===== src/pkg/adc_seq_defs.svh =====
// Register offsets, field positions, reset values and timing counts of the converter sequencer.
`ifndef ADC_SEQ_DEFS_SVH
`define ADC_SEQ_DEFS_SVH

`define REG_CTRL0 4'h0
`define REG_CTRL1 4'h1
`define REG_EXT1 4'h2
`define REG_EXT2 4'h3
`define REG_DELAY 4'h4
`define REG_RES_HI 4'h5
`define REG_RES_LO 4'h6
`define REG_HBND_HI 4'h7
`define REG_HBND_LO 4'h8
`define REG_LBND_HI 4'h9
`define REG_LBND_LO 4'hA
`define REG_INT 4'hB
`define REG_PIN_LO 4'hC
`define REG_PIN_HI 4'hD

`define CTRL0_START 7
`define CTRL0_BUSY 6
`define CTRL0_ENABLE 5
`define EXT1_FORMAT 7
`define EXT1_ABOVE 1
`define EXT1_BELOW 0
`define EXT2_TRIG 0
`define EXT2_PWM_SRC 1
`define EXT2_DLY_EN 2
`define INT_GLOBAL 0
`define INT_CONV_IE 1
`define INT_BOUND_IE 2
`define INT_MF_IE 3
`define INT_CONV_FLAG 4
`define INT_BOUND_FLAG 5

`define REG_RESET 8'h00
`define SRC_EXT 3'h0
`define SRC_AMP 3'h1
`define NUM_CHANNELS 4'hA
`define SAMPLE_TICKS 4'h4
`define CONVERT_TICKS 4'hC
`define TOTAL_TICKS 12'h010

`endif


===== src/pkg/adc_seq_pkg.sv =====
// Types shared by the converter sequencer, the analog front end and the testbench.
package adc_seq_pkg;
    typedef enum logic [1:0] {IDLE, SAMPLE, CONVERT} conv_state_e;
    typedef struct packed {
        logic [9:0] ext_sel;
        logic ext_en;
        logic amp_sel;
        logic gnd_sel;
    } mux_s;
    typedef struct packed {
        logic [9:0] pullup_req;
        logic [9:0] dir_in_req;
        logic [9:0] other_req;
    } pin_req_s;
    typedef struct packed {
        logic [9:0] analog_en;
        logic [9:0] pullup_en;
        logic [9:0] dir_in;
        logic [9:0] other_en;
    } pin_s;
endpackage


===== src/verilog/adc_clock_divider.sv =====
// Converter clock enable generator: one-cycle tick every 2^sel system clocks.
`timescale 1ns/10ps
module adc_clock_divider (
    input wire logic clk, // System clock.
    input wire logic srst, // Synchronous reset, active high.
    input wire logic restart, // Realigns the divider to a conversion start.
    input wire logic [2:0] div_sel, // Division ratio code.
    output logic tick // One-cycle converter clock enable.
);
    logic [6:0] cnt;
    logic [6:0] mask;

    assign mask = 7'((8'h01 << div_sel) - 8'h01);
    assign tick = (cnt & mask) == mask;

    always_ff @(posedge clk) begin
        if (srst || restart) begin
            cnt <= 7'h00;
        end else begin
            cnt <= cnt + 7'h01;
        end
    end
endmodule


===== src/verilog/adc_sequencer.sv =====
// Input selection, pin override, start triggering and conversion sequencing of the converter.
`timescale 1ns/10ps
`include "adc_seq_defs.svh"
module adc_sequencer (
    input wire logic clk, // System clock, 200 MHz.
    input wire logic srst, // Synchronous reset, active high.
    input wire logic [3:0] addr, // Register address.
    input wire logic [7:0] wdata, // Register write data.
    input wire logic wr, // Write strobe.
    input wire logic rd, // Read strobe.
    output logic [7:0] rdata, // Read data, valid the cycle after rd.
    input wire adc_seq_pkg::pin_req_s pin_req, // Software pin settings.
    output adc_seq_pkg::pin_s pin_out, // Effective pin controls.
    output adc_seq_pkg::mux_s mux, // Analog input multiplexer controls.
    input wire logic pwm_period_flag, // PWM period interrupt flag.
    input wire logic pwm_duty_flag, // PWM duty interrupt flag.
    input wire logic [11:0] conv_data, // Converter output code.
    output logic sampling, // Sample phase active.
    output logic converting, // Conversion phase active.
    output logic converter_tick, // Converter clock enable, one cycle.
    output logic irq_conversion, // Conversion-done interrupt request.
    output logic irq_bound // Boundary interrupt request.
);
    import adc_seq_pkg::*;

    logic [7:0] converter_control_zero;
    logic [7:0] converter_control_one;
    logic [7:0] converter_control_ext_one;
    logic [7:0] converter_control_ext_two;
    logic [7:0] trigger_delay_count;
    logic [7:0] bound_hi_h;
    logic [7:0] bound_hi_l;
    logic [7:0] bound_lo_h;
    logic [7:0] bound_lo_l;
    logic [7:0] int_ctrl;
    logic [7:0] pin_function_select_low;
    logic [7:0] pin_function_select_high;
    logic [11:0] result;
    conv_state_e state;
    logic [3:0] phase;
    logic conversion_busy_flag;
    logic start_prev;
    logic pwm_prev;
    logic dly_run;
    logic [7:0] dly_cnt;
    logic run_amp;
    logic tick;
    logic go;
    logic done;
    logic [7:0] read_mux;
    logic [9:0] analog_pins;
    logic [2:0] input_source_field;
    logic [3:0] external_channel_field;
    logic converter_enable_bit;
    logic trigger_source_select;
    logic pwm_trigger_source_select;
    logic trigger_delay_enable;
    logic result_format_select;
    logic pwm_sel;
    logic pwm_edge;
    logic sw_start;
    logic hw_now;
    logic dly_go;
    logic src_amp;
    logic src_gnd;
    logic src_ext;
    logic above_hit;
    logic below_hit;
    logic bound_set;
    logic conv_clr;
    logic bound_clr;

    // Aligned register view of a 12-bit value: left or right justified.
    function automatic logic [15:0] align(input logic [11:0] v, input logic fmt);
        align = fmt ? {4'h0, v} : {v, 4'h0};
    endfunction

    // Recovers a 12-bit value from its two register bytes under the format bit.
    function automatic logic [11:0] unalign(input logic [7:0] h, input logic [7:0] l,
                                            input logic fmt);
        unalign = fmt ? {h[3:0], l} : {h, l[7:4]};
    endfunction

    assign input_source_field = converter_control_one[7:5];
    assign external_channel_field = converter_control_zero[3:0];
    assign converter_enable_bit = converter_control_zero[`CTRL0_ENABLE];
    assign trigger_source_select = converter_control_ext_two[`EXT2_TRIG];
    assign pwm_trigger_source_select = converter_control_ext_two[`EXT2_PWM_SRC];
    assign trigger_delay_enable = converter_control_ext_two[`EXT2_DLY_EN];
    assign result_format_select = converter_control_ext_one[`EXT1_FORMAT];
    assign analog_pins = {pin_function_select_high[1:0], pin_function_select_low};

    assign src_amp = input_source_field == `SRC_AMP;
    assign src_gnd = input_source_field[2:1] == 2'b01;
    assign src_ext = !src_amp && !src_gnd;

    assign pwm_sel = pwm_trigger_source_select ? pwm_duty_flag : pwm_period_flag;
    assign pwm_edge = pwm_sel && !pwm_prev;
    // A start pulse is the start bit falling after having been high.
    assign sw_start = !trigger_source_select && start_prev
                      && !converter_control_zero[`CTRL0_START];
    assign hw_now = trigger_source_select && pwm_edge
                    && !(trigger_delay_enable && trigger_delay_count != 8'h00);
    assign dly_go = dly_run && dly_cnt == 8'h01;
    assign go = converter_enable_bit && state == IDLE
                && (sw_start || hw_now || dly_go);
    assign done = state == CONVERT && tick && phase == `CONVERT_TICKS - 4'h1;

    // True when a code lies above the high boundary decoded under the format bit.
    function automatic logic result_in_bounds_hi(input logic [11:0] v);
        result_in_bounds_hi = v > unalign(bound_hi_h, bound_hi_l, result_format_select);
    endfunction

    assign above_hit = result_in_bounds_hi(conv_data);
    assign below_hit = conv_data < unalign(bound_lo_h, bound_lo_l, result_format_select);
    assign bound_set = done && run_amp
        && ((converter_control_ext_one[`EXT1_ABOVE] && above_hit)
        || (converter_control_ext_one[`EXT1_BELOW] && below_hit));
    assign conv_clr = wr && addr == `REG_INT && wdata[`INT_CONV_FLAG];
    assign bound_clr = wr && addr == `REG_INT && wdata[`INT_BOUND_FLAG];

    adc_clock_divider u_div (
        .clk(clk),
        .srst(srst),
        .restart(go),
        .div_sel(converter_control_one[2:0]),
        .tick(tick)
    );

    // Software-written registers.
    always_ff @(posedge clk) begin
        if (srst) begin
            converter_control_zero <= `REG_RESET;
            converter_control_one <= `REG_RESET;
            converter_control_ext_one <= `REG_RESET;
            converter_control_ext_two <= `REG_RESET;
            trigger_delay_count <= `REG_RESET;
            bound_hi_h <= `REG_RESET;
            bound_hi_l <= `REG_RESET;
            bound_lo_h <= `REG_RESET;
            bound_lo_l <= `REG_RESET;
            pin_function_select_low <= `REG_RESET;
            pin_function_select_high <= `REG_RESET;
        end else if (wr) begin
            if (addr == `REG_CTRL0) begin
                converter_control_zero <= wdata;
            end else if (addr == `REG_CTRL1) begin
                converter_control_one <= wdata;
            end else if (addr == `REG_EXT1) begin
                converter_control_ext_one <= wdata;
            end else if (addr == `REG_EXT2) begin
                converter_control_ext_two <= wdata;
            end else if (addr == `REG_DELAY) begin
                trigger_delay_count <= wdata;
            end else if (addr == `REG_HBND_HI) begin
                bound_hi_h <= wdata;
            end else if (addr == `REG_HBND_LO) begin
                bound_hi_l <= wdata;
            end else if (addr == `REG_LBND_HI) begin
                bound_lo_h <= wdata;
            end else if (addr == `REG_LBND_LO) begin
                bound_lo_l <= wdata;
            end else if (addr == `REG_PIN_LO) begin
                pin_function_select_low <= wdata;
            end else if (addr == `REG_PIN_HI) begin
                pin_function_select_high <= {6'h00, wdata[1:0]};
            end
        end
    end

    // Interrupt enables and sticky flags; a hardware set wins over a clear.
    always_ff @(posedge clk) begin
        if (srst) begin
            int_ctrl <= `REG_RESET;
        end else begin
            if (wr && addr == `REG_INT) begin
                int_ctrl[3:0] <= wdata[3:0];
            end
            int_ctrl[`INT_CONV_FLAG] <= done || (int_ctrl[`INT_CONV_FLAG] && !conv_clr);
            int_ctrl[`INT_BOUND_FLAG] <= bound_set
                || (int_ctrl[`INT_BOUND_FLAG] && !bound_clr);
        end
    end

    // Gated interrupt requests.
    always_ff @(posedge clk) begin
        if (srst) begin
            irq_conversion <= 1'b0;
            irq_bound <= 1'b0;
        end else begin
            irq_conversion <= int_ctrl[`INT_GLOBAL] && int_ctrl[`INT_CONV_IE]
                && int_ctrl[`INT_MF_IE] && int_ctrl[`INT_CONV_FLAG];
            irq_bound <= int_ctrl[`INT_GLOBAL] && int_ctrl[`INT_BOUND_IE]
                && int_ctrl[`INT_MF_IE] && int_ctrl[`INT_BOUND_FLAG];
        end
    end

    // Trigger edge history and the PWM start delay.
    always_ff @(posedge clk) begin
        if (srst) begin
            start_prev <= 1'b0;
            pwm_prev <= 1'b0;
            dly_run <= 1'b0;
            dly_cnt <= 8'h00;
        end else begin
            start_prev <= converter_control_zero[`CTRL0_START];
            pwm_prev <= pwm_sel;
            if (!converter_enable_bit || !trigger_source_select || dly_go) begin
                dly_run <= 1'b0;
            end else if (dly_run) begin
                dly_cnt <= dly_cnt - 8'h01;
            end else if (pwm_edge && trigger_delay_enable && state == IDLE
                         && trigger_delay_count != 8'h00) begin
                dly_run <= 1'b1;
                dly_cnt <= trigger_delay_count;
            end
        end
    end

    // Sample and convert sequence, counted in converter clock ticks.
    always_ff @(posedge clk) begin
        if (srst) begin
            state <= IDLE;
            phase <= 4'h0;
            conversion_busy_flag <= 1'b0;
            sampling <= 1'b0;
            converting <= 1'b0;
            run_amp <= 1'b0;
            result <= 12'h000;
        end else if (!converter_enable_bit) begin
            state <= IDLE;
            conversion_busy_flag <= 1'b0;
            sampling <= 1'b0;
            converting <= 1'b0;
        end else begin
            case (state)
                IDLE: begin
                    if (go) begin
                        state <= SAMPLE;
                        phase <= 4'h0;
                        conversion_busy_flag <= 1'b1;
                        sampling <= 1'b1;
                        run_amp <= src_amp;
                    end
                end
                SAMPLE: begin
                    if (tick) begin
                        if (phase == `SAMPLE_TICKS - 4'h1) begin
                            state <= CONVERT;
                            phase <= 4'h0;
                            sampling <= 1'b0;
                            converting <= 1'b1;
                        end else begin
                            phase <= phase + 4'h1;
                        end
                    end
                end
                CONVERT: begin
                    if (done) begin
                        state <= IDLE;
                        conversion_busy_flag <= 1'b0;
                        converting <= 1'b0;
                        result <= conv_data;
                    end else if (tick) begin
                        phase <= phase + 4'h1;
                    end
                end
                default: begin
                    state <= IDLE;
                end
            endcase
        end
    end

    // Input multiplexer and pin-function override.
    always_ff @(posedge clk) begin
        if (srst) begin
            mux <= '0;
            pin_out <= '0;
            converter_tick <= 1'b0;
        end else begin
            mux.amp_sel <= src_amp;
            mux.gnd_sel <= src_gnd;
            mux.ext_en <= src_ext && external_channel_field < `NUM_CHANNELS;
            mux.ext_sel <= (src_ext && external_channel_field < `NUM_CHANNELS)
                ? 10'(11'h001 << external_channel_field) : 10'h000;
            pin_out.analog_en <= analog_pins;
            pin_out.other_en <= pin_req.other_req & ~analog_pins;
            pin_out.pullup_en <= pin_req.pullup_req & ~analog_pins;
            pin_out.dir_in <= pin_req.dir_in_req | analog_pins;
            converter_tick <= tick && state != IDLE;
        end
    end

    // Register read path: data stand only in the cycle after the strobe.
    always_comb begin
        logic [15:0] res_al;
        res_al = align(result, result_format_select);
        if (addr == `REG_CTRL0) begin
            read_mux = converter_control_zero;
            read_mux[`CTRL0_BUSY] = conversion_busy_flag;
        end else if (addr == `REG_CTRL1) begin
            read_mux = converter_control_one;
        end else if (addr == `REG_EXT1) begin
            read_mux = converter_control_ext_one;
        end else if (addr == `REG_EXT2) begin
            read_mux = converter_control_ext_two;
        end else if (addr == `REG_DELAY) begin
            read_mux = trigger_delay_count;
        end else if (addr == `REG_RES_HI) begin
            read_mux = res_al[15:8];
        end else if (addr == `REG_RES_LO) begin
            read_mux = res_al[7:0];
        end else if (addr == `REG_HBND_HI) begin
            read_mux = bound_hi_h;
        end else if (addr == `REG_HBND_LO) begin
            read_mux = bound_hi_l;
        end else if (addr == `REG_LBND_HI) begin
            read_mux = bound_lo_h;
        end else if (addr == `REG_LBND_LO) begin
            read_mux = bound_lo_l;
        end else if (addr == `REG_INT) begin
            read_mux = int_ctrl;
        end else if (addr == `REG_PIN_LO) begin
            read_mux = pin_function_select_low;
        end else if (addr == `REG_PIN_HI) begin
            read_mux = pin_function_select_high;
        end else begin
            read_mux = 8'h00;
        end
    end

    always_ff @(posedge clk) begin
        if (srst) begin
            rdata <= 8'h00;
        end else begin
            rdata <= rd ? read_mux : 8'h00;
        end
    end

    // Helper: cycles spent busy and the divider code in force.
    logic [11:0] busy_cycles;
    logic [2:0] div_run;
    always_ff @(posedge clk) begin
        if (srst) begin
            busy_cycles <= 12'h000;
            div_run <= 3'h0;
        end else if (go) begin
            busy_cycles <= 12'h000;
            div_run <= converter_control_one[2:0];
        end else if (conversion_busy_flag) begin
            busy_cycles <= busy_cycles + 12'h001;
        end
    end

    a_busy_length:
    assert property (@(posedge clk) disable iff (srst)
        $fell(conversion_busy_flag) && $past(converter_enable_bit)
        |-> busy_cycles == 12'(`TOTAL_TICKS << div_run))
        else $error("conversion length differs from sixteen converter clocks");
    a_busy_ignore:
    assert property (@(posedge clk) disable iff (srst)
        conversion_busy_flag && (sw_start || hw_now || dly_go) |=> busy_cycles != 12'h000)
        else $error("trigger restarted a running conversion");
    a_enable_gate:
    assert property (@(posedge clk) disable iff (srst)
        $rose(conversion_busy_flag) |-> $past(converter_enable_bit))
        else $error("conversion began with converter disabled");
    a_amp_exclusive:
    assert property (@(posedge clk) disable iff (srst)
        mux.amp_sel || mux.gnd_sel |-> mux.ext_sel == 10'h000 && !mux.ext_en)
        else $error("external path on while internal source selected");
    a_float_code:
    assert property (@(posedge clk) disable iff (srst)
        src_ext && external_channel_field >= `NUM_CHANNELS |=> mux.ext_sel == 10'h000)
        else $error("nonexistent channel drove a select line");
    a_ground_src:
    assert property (@(posedge clk) disable iff (srst)
        input_source_field == 3'h2 || input_source_field == 3'h3 |=> mux.gnd_sel)
        else $error("ground not selected");
    a_pin_override:
    assert property (@(posedge clk) disable iff (srst)
        (pin_out.analog_en & (pin_out.other_en | pin_out.pullup_en | ~pin_out.dir_in))
        == 10'h000)
        else $error("analog pin kept another function");
    a_irq_gate:
    assert property (@(posedge clk) disable iff (srst)
        irq_bound |-> $past(int_ctrl[`INT_GLOBAL] && int_ctrl[`INT_MF_IE]
        && int_ctrl[`INT_BOUND_FLAG]))
        else $error("boundary interrupt raised without enables");
    a_sample_span:
    assert property (@(posedge clk) disable iff (srst)
        $rose(converting) |-> $past(sampling) && phase == 4'h0)
        else $error("conversion phase did not follow sampling");
endmodule


===== config.mk =====
export PLATFORM = sky130hd
export DESIGN_NAME = adc_sequencer
export DESIGN_NICKNAME = d
export VERILOG_FILES = /design/src/pkg/adc_seq_pkg.sv /design/src/verilog/adc_clock_divider.sv /design/src/verilog/adc_sequencer.sv
export VERILOG_INCLUDE_DIRS = /design/src /design/src/pkg
export SDC_FILE = /design/constraint.sdc
export NUM_CORES = 1
export LEC_CHECK = 0
export ABC_CLOCK_PERIOD_IN_PS = 7180
export BUFFER_PORTS_ARGS = -buffer_cell sky130_fd_sc_hd__buf_2
export CAP_MARGIN = 20
export CORE_MARGIN = 1
export CORE_UTILIZATION = 45
export DETAILED_ROUTE_END_ITERATION = 6
export HOLD_SLACK_MARGIN = 0.08
export MAX_ROUTING_LAYER = met4
export PLACE_DENSITY = 0.77
export SLEW_MARGIN = 20
export SYNTH_ARGS = -nofsm -noshare
export SYNTH_HDL_FRONTEND = slang
export SYNTH_SLANG_ARGS = --single-unit

===== constraint.sdc =====
create_clock -name clk -period 7.18 [get_ports clk]
set_input_delay 0.718 -clock clk [delete_from_list [all_inputs] [get_ports clk]]
set_output_delay 0.718 -clock clk [all_outputs]
set_load 0.01 [all_outputs]

==> impl_metrics.tcl, run 1 <==
set metrics [dict create \
    wl_per_cell_um 18.48 \
    setup_violations 0 \
    hold_viol 0 \
    final_cells 1410 \
    cts_resized 0 \
    die_h_um 143.6 \
    start_kind "primary input" \
    dp.cells 1376 \
    initial_utilization_pct 46.21 \
    seq_area_frac_synth_pct 42.38 \
    synth_seq_cells 191 \
    post_dp_cell_area_um2 9739 \
    synth_edf_count 0 \
    grt_use_met2_pct 39.88 \
    root_buffer "clkbuf_16" \
    io_pins 126 \
    p_seq_share_pct 49.4 \
    ys_types 70 \
    drv_cap 0 \
    status "finished clean" \
    die_x_um 143.6 \
    first_iter_violations 697 \
    synth.avg_cell_area_um2 8.568 \
    finalWirelength_um 26060 \
    clockPowerShare_pct 42.4 \
    cts_max_path_buffers 2 \
    drt.antenna.violating_nets 0 \
    grt_util_met3_pct 4.732 \
    gr-usage-all-layers_pct 26.72 \
    clk_pin_slew_ns 0.08 \
    rsz0062_at_grt "no" \
    hpwl_um 18420 \
    power_switching_w 0.0005947 \
    postCtsHoldBufs 0 \
    antenna_found_initial 0 \
    htreeDepth 4 \
    hold_class "in -> reg" \
    hp-start "pin_req[18]" \
    critPathKind "in -> reg" \
    pwr_density_cell_nw_per_um2 213.7 \
    timing.final.crit_share_pct 43.24 \
    dieArea_um2 20620 \
    finClkSkew_ns 0.01361 \
    clock-sinks 191 \
    overflow 0 \
    areaGrowthSynthToFinish_pct 14.56 \
    port_buffers 125 \
    dr.pass1.iters 7 \
    grt_util_met1_pct 35.37 \
    syn_nets 1144 \
    layout-drive-gt1-share_pct 16.43 \
    final_nets 1222 \
    worst_pin_slew_ns 0.9425 \
    maxSlewHeadroom_pct 37.16 \
    place.gp.congestion 0.9574 \
    crit_start "addr[0]" \
    cp.arrival_ns 3.40 \
    finalMaxSlewViolations 0 \
    synth-async-reset-ratio_pct 0 \
    grt_start_max_net_pins 94 \
    viasPerCell 5.752 \
    first_global_vias 7282 \
    top_usage_layer "met2" \
    fin_area_um2 10340 \
    combPwrFrac_pct 8.2 \
    rows 51 \
    fin_util_pct 52.93 \
    ys_warn_count 0 \
    cts_tree "yes" \
    p_sw_share_pct 26.92 \
    syn_area_um2 9022 \
    max-vdd-ir-drop_mv 0.1666 \
    critical_path_required_ns 7.47 \
    clk_latency_ns 0.44 \
    fin_crit_ns 3.105 \
    cp-end-kind "register" \
    ys.flop_type "dfxtp_1" \
    fmax_mhz 322.1 \
    fin_tns_setup_ns 0 \
    drcViolationCount 0 \
    numCtsBuffers 17 \
    grt_pass1_wl_um 40610 \
    p_leak_nw 4.255 \
    post_cts_buffers 0 \
    synthCells 1053 \
    path_max_fanout 47 \
    core_um2 19530 \
    reg2reg_from "converter_control_ext_one[7]" \
    route.vias.total 8110 \
    p_int_w 0.001614 \
]
==> cell usage after synthesis (4+ instances only) <==
cell type  number  area [µm²]
buf_1           8       30.03
nor3b_1        25       187.7
dfxtp_1       191        3824
ha_1           31       387.9
o22ai_1        11       68.82
nand2_1        86       322.8
o21ai_0        84       420.4
a22oi_1         6       45.04
mux2i_1        90       900.9
nand4_1         8       50.05
a31oi_1        10       62.56
o21a_1          5       37.54
a22o_1          4       35.03
a21o_1          4       30.03
o31ai_1         6       45.04
nand3_1        19       95.09
o32ai_1         4       35.03
mux2_2         11       123.9
or4_1           5       37.54
clkbuf_1       60       225.2
a21oi_1        96       480.5
nor3_1         13       65.06
nor2_1        129       484.2
a221oi_1        7       61.31
inv_1          28       105.1
a2bb2oi_1       4       35.03
and3_1          6       37.54
nor2b_1        21       131.4
nand2b_1       16       100.1
==> final timing paths <==
| kind | slack [ns] | endpoint | depth (start not counted) |
|---|---|---|---|
| max reg2reg | 4.48 | int_ctrl[5] | 9 |
| max | 4.08 | pin_function_select_low[4] | 7 |
| min | 0.47 | pin_out[18] | 3 |
| min reg2reg | 0.48 | run_amp | 2 |
==> cells by family (layout without fill, tap and decap cells) <==
kind of cell | count (synthesis) | after routing | share of synthesized area [%]
multiplexers | 101 | 101 | 11.36
AND/OR/NAND/NOR | 354 | 354 | 19.07
buffers and inverters | 100 | 191 | 4.285
adder cells (fa/ha/maj) | 31 | 31 | 4.299
other | 0 | 1 | 0
XOR/XNOR | 5 | 5 | 0.4855
flip-flops | 191 | 191 | 42.38
AO/OA/AOI/OAI | 271 | 271 | 18.13
==> worst max-delay path: stages <==
cell	delay [ns]
buf_2	0.09
buf_4	0.26
inv_1	0.55
nand2_1	0.58
nor2_1	0.82
mux2i_1	0.28
nor2_1	0.06
==> stage by stage <==
| step | setup WS, ns | hold slack [ns] | total power (W) |
|---|---|---|---|
| after floorplan | 4.135 | 0.4238 | 0.001228 |
| after global placement | 3.784 | 0.4595 | 0.001291 |
| after detailed placement | 3.691 | 0.4679 | 0.001294 |
| after CTS | 4.149 | 0.4627 | 0.002215 |
| after global routing | 3.772 | 0.4883 | 0.002287 |
| final | 4.075 | 0.4742 | 0.002209 |
==> cells in the final DEF (no fill, tap or decap), types with 13 or more instances in the layout <==
cell type	n
dfxtp_1	190
nor2_1	129
buf_2	124
a21oi_1	96
mux2i_1	90
nand2_1	86
o21ai_0	84
ha_1	31
inv_1	28
nor3b_1	25
nor2b_1	21
nand3_1	19
clkbuf_16	17
nand2b_1	16
nor3_1	13
==> registers in the layout, summed over array words and instances (netlist names), 2 cells and up <==
signal / cells
converter_control_ext_one: 8
u_div.cnt: 7
result: 12
trigger_delay_count: 8
converter_control_ext_two: 8
state: 2
mux: 13
int_ctrl: 6
dly_cnt: 8
rdata: 8
pin_out: 40
phase: 4
converter_control_zero: 7
bound_hi_l: 8
bound_lo_l: 8
bound_lo_h: 8
converter_control_one: 8
bound_hi_h: 8
pin_function_select_low: 8
pin_function_select_high: 2
==> layer usage <==
layer / part of all wire (%) / vias to the layer above / wire length, µm
li1: - / 3898 / -
met1: 45 / 3814 / 11660
met2: 45 / 345 / 11670
met3: 7.6 / 53 / 1973
met4: 2.9 / 0 / 752
met5: 0 / - / 0
==> cell type report <==
cell class,count,area [µm²]
well taps,265,331.6
multi-input cells,762,4812
clock buffers,18,439.2
fillers,1835,9190
flip-flops and latches,191,3825
diodes,1,2.502
clock inverters,14,150.1
repair buffers,131,670.6
inverters,28,105.1
==> power by group through the flow <==
stage | Sequential (W) | Clock (W) | Combinational [W]
2_1_floorplan | 0.00112 | 0 | 0.000109
3_3_place_gp | 0.00112 | 0 | 0.000175
3_5_place_dp | 0.00112 | 0 | 0.000178
4_1_cts | 0.00109 | 0.000944 | 0.000179
5_1_grt | 0.00109 | 0.000995 | 0.000199
6_report | 0.00109 | 0.000936 | 0.000182
Power figures use the tool's default switching activity.
==> run 2: changes to the inputs <==
--- a/config.mk
+++ b/config.mk
@@ -6,7 +6,8 @@
 export SDC_FILE = /design/constraint.sdc
 export NUM_CORES = 1
 export LEC_CHECK = 0
-export ABC_CLOCK_PERIOD_IN_PS = 7180
+export ABC_AREA = 1
+export ABC_CLOCK_PERIOD_IN_PS = 2950
 export BUFFER_PORTS_ARGS = -buffer_cell sky130_fd_sc_hd__buf_2
 export CAP_MARGIN = 20
 export CORE_MARGIN = 1
==> constraint.sdc (replaced) <==
create_clock -name clk -period 2.95 [get_ports clk]
set_input_delay 0.295 -clock clk [delete_from_list [all_inputs] [get_ports clk]]
set_output_delay 0.295 -clock clk [all_outputs]
set_load 0.01 [all_outputs]
==> run 2 against run 1 <==
  * Clock-buffer cell count unchanged
  * First-iteration DRC count up 21%
  * Wire length down 3.5%
==> impl_metrics.tcl, run 2 <==
set metrics [dict create \
    status "finished clean" \
    p_int_w 0.004080 \
    critPathKind "reg -> reg" \
    ys_types 43 \
    place.gp.congestion 0.9766 \
    reg2reg_from "converter_control_ext_one[7]" \
    clock-sinks 191 \
    port_buffers 125 \
    setup_violations 0 \
    largest_reg_flops 40 \
    ys.flop_type "dfxtp_1" \
    hold_class "in -> reg" \
    holdPathEnd "pin_out[23]" \
    synthCells 1195 \
    worst_pin_slew_ns 0.5455 \
    clk_latency_ns 0.44 \
    wl_met3_um 1828 \
    antenna_cells 0 \
    grt_pass1_wl_um 40040 \
    first_global_vias 7693 \
    die_x_um 140.9 \
    p_sw_share_pct 25.70 \
    hp-start "pin_req[23]" \
    initial_utilization_pct 46.11 \
    final_cell_mix "221 x nand2_1, 191 x dfxtp_1, 145 x nor2_1" \
    cp-end-kind "register" \
    r2r_slack_ns 0.76 \
    finalMaxSlewViolations 0 \
    crit_chain "buf_4, o21ai_0, ha_1, nand4_1, nor3_1, nand2_1, o2111ai_1, nand3_1, nand2_1, nand2_1, a21oi_1" \
    clk_pin_slew_ns 0.07 \
    yosysTopAreaCellShare_pct 44.03 \
    wl_per_cell_um 15.84 \
    overflow 0 \
    htreeDepth 4 \
    critical_path_required_ns 3.32 \
    pwr_density_cell_nw_per_um2 536.6 \
    ys_warn_count 0 \
    p_seq_share_pct 48.5 \
    maxSlewHeadroom_pct 63.30 \
    grt_start_max_net_pins 57 \
    r2r_end "int_ctrl[5]" \
    synth-async-reset-ratio_pct 0 \
    crit_family "simple AND/OR/NAND/NOR gates" \
    fin_tns_setup_ns 0 \
    crit_start "converter_control_ext_one[7]" \
    dr.pass1.iters 5 \
    viasPerCell 5.275 \
    timing.final.crit_share_pct 74.20 \
    cp_common_cell "nand2_1" \
    cts_resized 0 \
    hold_viol 0 \
    post_cts_buffers 0 \
    antenna_found_initial 0 \
    final_nets 1405 \
    finalWirelength_um 25140 \
    route.vias.total 8371 \
    post_dp_cell_area_um2 9442 \
    areaGrowthSynthToFinish_pct 17.84 \
    top_layer_used "met4" \
    wl_met2_um 11460 \
    drt.antenna.violating_nets 0 \
    layout-drive-gt1-share_pct 15.37 \
    fin_area_um2 10230 \
    slowest_stage "buf_4" \
    r2r_cells 11 \
    fmax_mhz 456.9 \
    dieArea_um2 19860 \
    top_regs "pin_out x40, mux x13, result x12" \
    combPwrFrac_pct 8.5 \
    final_cells 1587 \
    syn_nets 1286 \
    core_um2 18830 \
    root_buffer "clkbuf_16" \
    syn_area_um2 8683 \
    holdPathStages 3 \
    hold_ws_ns 0.07926 \
    cp.arrival_ns 2.56 \
    finClkSkew_ns 0.009329 \
    seq_area_frac_synth_pct 44.03 \
    regMostFlops "pin_out" \
    synth_most_common_cell "nand2_1" \
    final_common_cell "nand2_1" \
    synthTopCellsByCount "221 x nand2_1, 191 x dfxtp_1, 145 x nor2_1, 142 x o21ai_0, 127 x a21oi_1" \
    fin_crit_ns 2.189 \
    rows 50 \
    hpwl_um 17930 \
    first_iter_violations 840 \
    numCtsBuffers 17 \
    max-vdd-ir-drop_mv 0.2932 \
    met1Wirelength_um 11050 \
    path_max_fanout 50 \
    synth.avg_cell_area_um2 7.266 \
    gr-usage-all-layers_pct 26.69 \
    io_pins 126 \
    power_switching_w 0.001411 \
    clockPowerShare_pct 43.0 \
    synth_edf_count 0 \
    drv_cap 0 \
    cts_max_path_buffers 2 \
    crit_buf_inv 1 \
    cts_tree "yes" \
    ys_top_cells_by_area "dfxtp_1 44%, nand2_1 9.6%, o21ai_0 8.2%" \
    die_h_um 140.9 \
    synth_seq_cells 191 \
    slowest_delay_ns 0.41 \
    drcViolationCount 0 \
    dp.cells 1536 \
    rsz0062_at_grt "no" \
    yosysTopAreaCell "dfxtp_1" \
    p_leak_nw 4.264 \
    start_kind "register" \
]
## run 2: cell types whose count changed after synthesis, moves of 24 or more
cell / change
nand2_1: +135
nand3_1: +32
a21oi_1: +31
clkbuf_1: -32
nor3b_1: -24
inv_1: +96
mux2i_1: -90
o21ai_0: +58
## run 2: layout make-up
class | count | area (µm²)
clock inverters | 14 | 171.4
repair buffers | 151 | 880.8
well taps | 260 | 325.3
fillers | 1715 | 8598
clock buffers | 18 | 429.2
inverters | 136 | 510.5
flip-flops and latches | 191 | 3824
multi-input cells | 817 | 4091
## run 2: stage by stage
stage | setup slack [ns] | util (%) | total power, W
after detailed placement | 0.7718 | 50.14 | 0.003159
after global placement | 0.8586 | 50.14 | 0.003150
after floorplan | 0.8602 | - | 0.002985
after CTS | 0.7504 | 54.34 | 0.005504
final | 0.7612 | 54.34 | 0.005491
after global routing | 0.4370 | 54.34 | 0.005671
## run 2: power groups by stage
stage | clock network (W) | logic, W | registers, W
floorplan | 0 | 0.000250 | 0.00273
global placement | 0 | 0.000427 | 0.00272
detailed placement | 0 | 0.000436 | 0.00272
CTS | 0.00238 | 0.000458 | 0.00266
global route | 0.00249 | 0.000514 | 0.00267
finish | 0.00236 | 0.000464 | 0.00267
## run 2: worst max-delay path by stage
stage	end	slack, ns	depth (start not counted)
detailed placement	int_ctrl[5]	0.77	11
floorplan	int_ctrl[5]	0.86	13
CTS	int_ctrl[5]	0.75	11
global placement	int_ctrl[5]	0.86	11
finish	int_ctrl[5]	0.76	11
global route	int_ctrl[5]	0.44	11
## run 2: logic make-up (layout without fill, tap and decap cells)
group / after synthesis / count (layout) / share of synthesized area (%)
AO/OA/AOI/OAI: 301 / 301 / 18.20
XOR/XNOR: 7 / 7 / 0.7061
adder cells (fa/ha/maj): 31 / 31 / 4.467
buffers and inverters: 187 / 319 / 8.847
flip-flops: 191 / 191 / 44.03
AND/OR/NAND/NOR: 478 / 478 / 23.75
## run 2: worst reg2reg max path: stages (launching register included)
cell and delay (ns):
dfxtp_1 0.40, buf_4 0.41, o21ai_0 0.14, ha_1 0.33
nand4_1 0.12, nor3_1 0.22, nand2_1 0.08, o2111ai_1 0.08
nand3_1 0.09, nand2_1 0.07, nand2_1 0.05, a21oi_1 0.13
## run 2: what timing repair did
action | 4_1_cts | 5_1_grt
hold endpoints to repair | 19 | 0
setup endpoints to repair | 0 | 0
hold buffers | 19 | 0
## run 2: routing by layer
metal,vias to the layer above,global-route usage [%]
li1,4146,-
met5,-,-
met4,0,11.78
met2,351,42.89
met1,3818,33.19
met3,56,4.178
==> run 3: changes to the inputs <==
--- a/config.mk
+++ b/config.mk
@@ -7,7 +7,7 @@
 export NUM_CORES = 1
 export LEC_CHECK = 0
 export ABC_AREA = 1
-export ABC_CLOCK_PERIOD_IN_PS = 2950
+export ABC_CLOCK_PERIOD_IN_PS = 2090
 export BUFFER_PORTS_ARGS = -buffer_cell sky130_fd_sc_hd__buf_2
 export CAP_MARGIN = 20
 export CORE_MARGIN = 1
==> constraint.sdc (replaced) <==
create_clock -name clk -period 2.09 [get_ports clk]
set_input_delay 0.209 -clock clk [delete_from_list [all_inputs] [get_ports clk]]
set_output_delay 0.209 -clock clk [all_outputs]
set_load 0.01 [all_outputs]
==> run 3 against run 2 <==
  * Fmax grew 14%
  * Worst setup slack lost 0.58 ns
  * Clock power grew 45%
  * Largest power group unchanged
  * Critical endpoint unchanged
  * Cell count grew 1.5%
  * Wire length grew 2.5%
  * Register-to-register slack lost 0.58 ns
==> impl_metrics.tcl, run 3 (synthesis gave the netlist of run 2 again) <==
set metrics [dict create \
    status "finished clean" \
    max-vdd-ir-drop_mv 0.5068 \
    antenna_found_initial 0 \
    port_buffers 125 \
    p_leak_nw 4.396 \
    rsz0062_at_grt "no" \
    maxSlewHeadroom_pct 59.19 \
    hpwl_um 17990 \
    grt_start_max_net_pins 56 \
    cts_tree "yes" \
    hold_viol 0 \
    grt_pass1_wl_um 40590 \
    root_buffer "clkbuf_16" \
    numCtsBuffers 17 \
    reg2reg_from "converter_control_ext_one[7]" \
    cp-end-kind "register" \
    dieArea_um2 19860 \
    path_max_fanout 9 \
    drv_cap 0 \
    multi_input_area_um2 4096 \
    wl_per_cell_um 16.00 \
    crit_start "converter_control_ext_one[7]" \
    rows 50 \
    clk_pin_slew_ns 0.08 \
    slowest_delay_ns 0.36 \
    areaGrowthSynthToFinish_pct 20.86 \
    final_cell_mix "221 x nand2_1, 190 x dfxtp_1, 145 x nor2_1" \
    pwr_density_cell_nw_per_um2 750.8 \
    regMostFlops "pin_out" \
    fin_crit_ns 1.913 \
    place.gp.congestion 0.9649 \
    dr.pass1.iters 5 \
    drcViolationCount 0 \
    first_global_vias 7818 \
    timing.final.crit_share_pct 91.53 \
    final_nets 1429 \
    overflow 0 \
    critical_path_required_ns 2.47 \
    htreeDepth 4 \
    critPathKind "reg -> reg" \
    finalWirelength_um 25780 \
    core_um2 18830 \
    gr-usage-all-layers_pct 27.23 \
    setup_violations 0 \
    route.vias.total 8488 \
    slowest_stage "dfxtp_2" \
    start_kind "register" \
    cp.arrival_ns 2.29 \
    cts_max_path_buffers 2 \
    finClkSkew_ns 0.01339 \
    fill_cells 1732 \
    finalMaxSlewViolations 0 \
    largest_reg_flops 40 \
    clk_latency_ns 0.45 \
    initial_utilization_pct 46.11 \
    io_pins 126 \
    die_x_um 140.9 \
    crit_family "simple AND/OR/NAND/NOR gates" \
    die_h_um 140.9 \
    first_iter_violations 713 \
    clock-sinks 191 \
    fin_tns_setup_ns 0 \
    top_regs "pin_out x40, mux x13, result x12" \
    hp-start "conv_data[5]" \
    fmax_mhz 522.8 \
    worst_pin_slew_ns 0.6065 \
    antenna_cells 0 \
    layout-drive-gt1-share_pct 16.06 \
    viasPerCell 5.269 \
    crit_buf_inv 1 \
    cp_common_cell "nand2_1" \
    p_total_w 0.007880 \
    crit_chain "buf_2, nand2_1, o21ai_0, ha_1, nand4_1, nor3_2, nand2_1, o2111ai_1, nand3_1, nand2_1, nand2_1, a21oi_1" \
    drt.antenna.violating_nets 0 \
    final_common_cell "nand2_1" \
    hold_class "in -> reg" \
    area.sequential_um2 3825 \
    fin_util_pct 55.73 \
]
-- run 3: where the power goes --
part	leakage [nW]	switching [W]	internal (W)	total, W
clock network	0.301	0.00160	0.00183	0.00343
registers	1.55	0.0000424	0.00372	0.00376
logic	2.54	0.000435	0.000256	0.000691
-- run 3: cell type report --
| class | instances | area share (%) |
|---|---|---|
| Multi-Input combinational cell | 817 | 39.03 |
| Timing Repair Buffer | 175 | 10.65 |
| Inverter | 136 | 4.864 |
| Sequential cell | 191 | 36.44 |
| Clock buffer | 17 | 4.053 |
| Tap cell | 260 | 3.100 |
| Clock inverter | 15 | 1.860 |
-- run 3: worst min-delay path: cells and delay by family --
kind,cells,cell delay (ns)
buffers and inverters,1,0.14
AND/OR/NAND/NOR,2,0.14
-- run 3: what timing repair did --
item | in CTS | in global routing
endpoints found under the setup margin | 0 | 1
hold buffers | 33 | 0
buffers inserted | 0 | 1
resized for setup | 0 | 5
endpoints found under the hold margin | 32 | 0
-- run 3: final timing paths --
check | slack [ns] | cells after the start | endpoint
worst max-delay path | 0.18 | 12 | int_ctrl[5]
worst min-delay path | 0.08 | 3 | result[5]
worst max register to register | 0.18 | 12 | int_ctrl[5]
worst min register to register | 0.44 | 2 | converting
-- run 3: routing by layer --
metal / global-route usage [%] / vias up / part of all wire, %
li1: - / 4194 / -
met1: 35.08 / 3925 / 45
met2: 43.13 / 328 / 46
met3: 4.110 / 41 / 6.5
met4: 10.35 / 0 / 2.4
met5: - / - / 0
-- run 3: stage by stage --
step                      setup slack [ns]  hold slack [ns]  instance area [µm²]  instances
after floorplan                  0.0002278           0.2918                 8683       1195
after detailed placement            0.1731           0.4212                 9514       1544
after global routing              0.002239          0.09096                10500       1611
final                               0.1771          0.08363                10500       1611
after global placement              0.1971           0.4147                 9514       1544
after CTS                           0.1407          0.08279                10470       1609
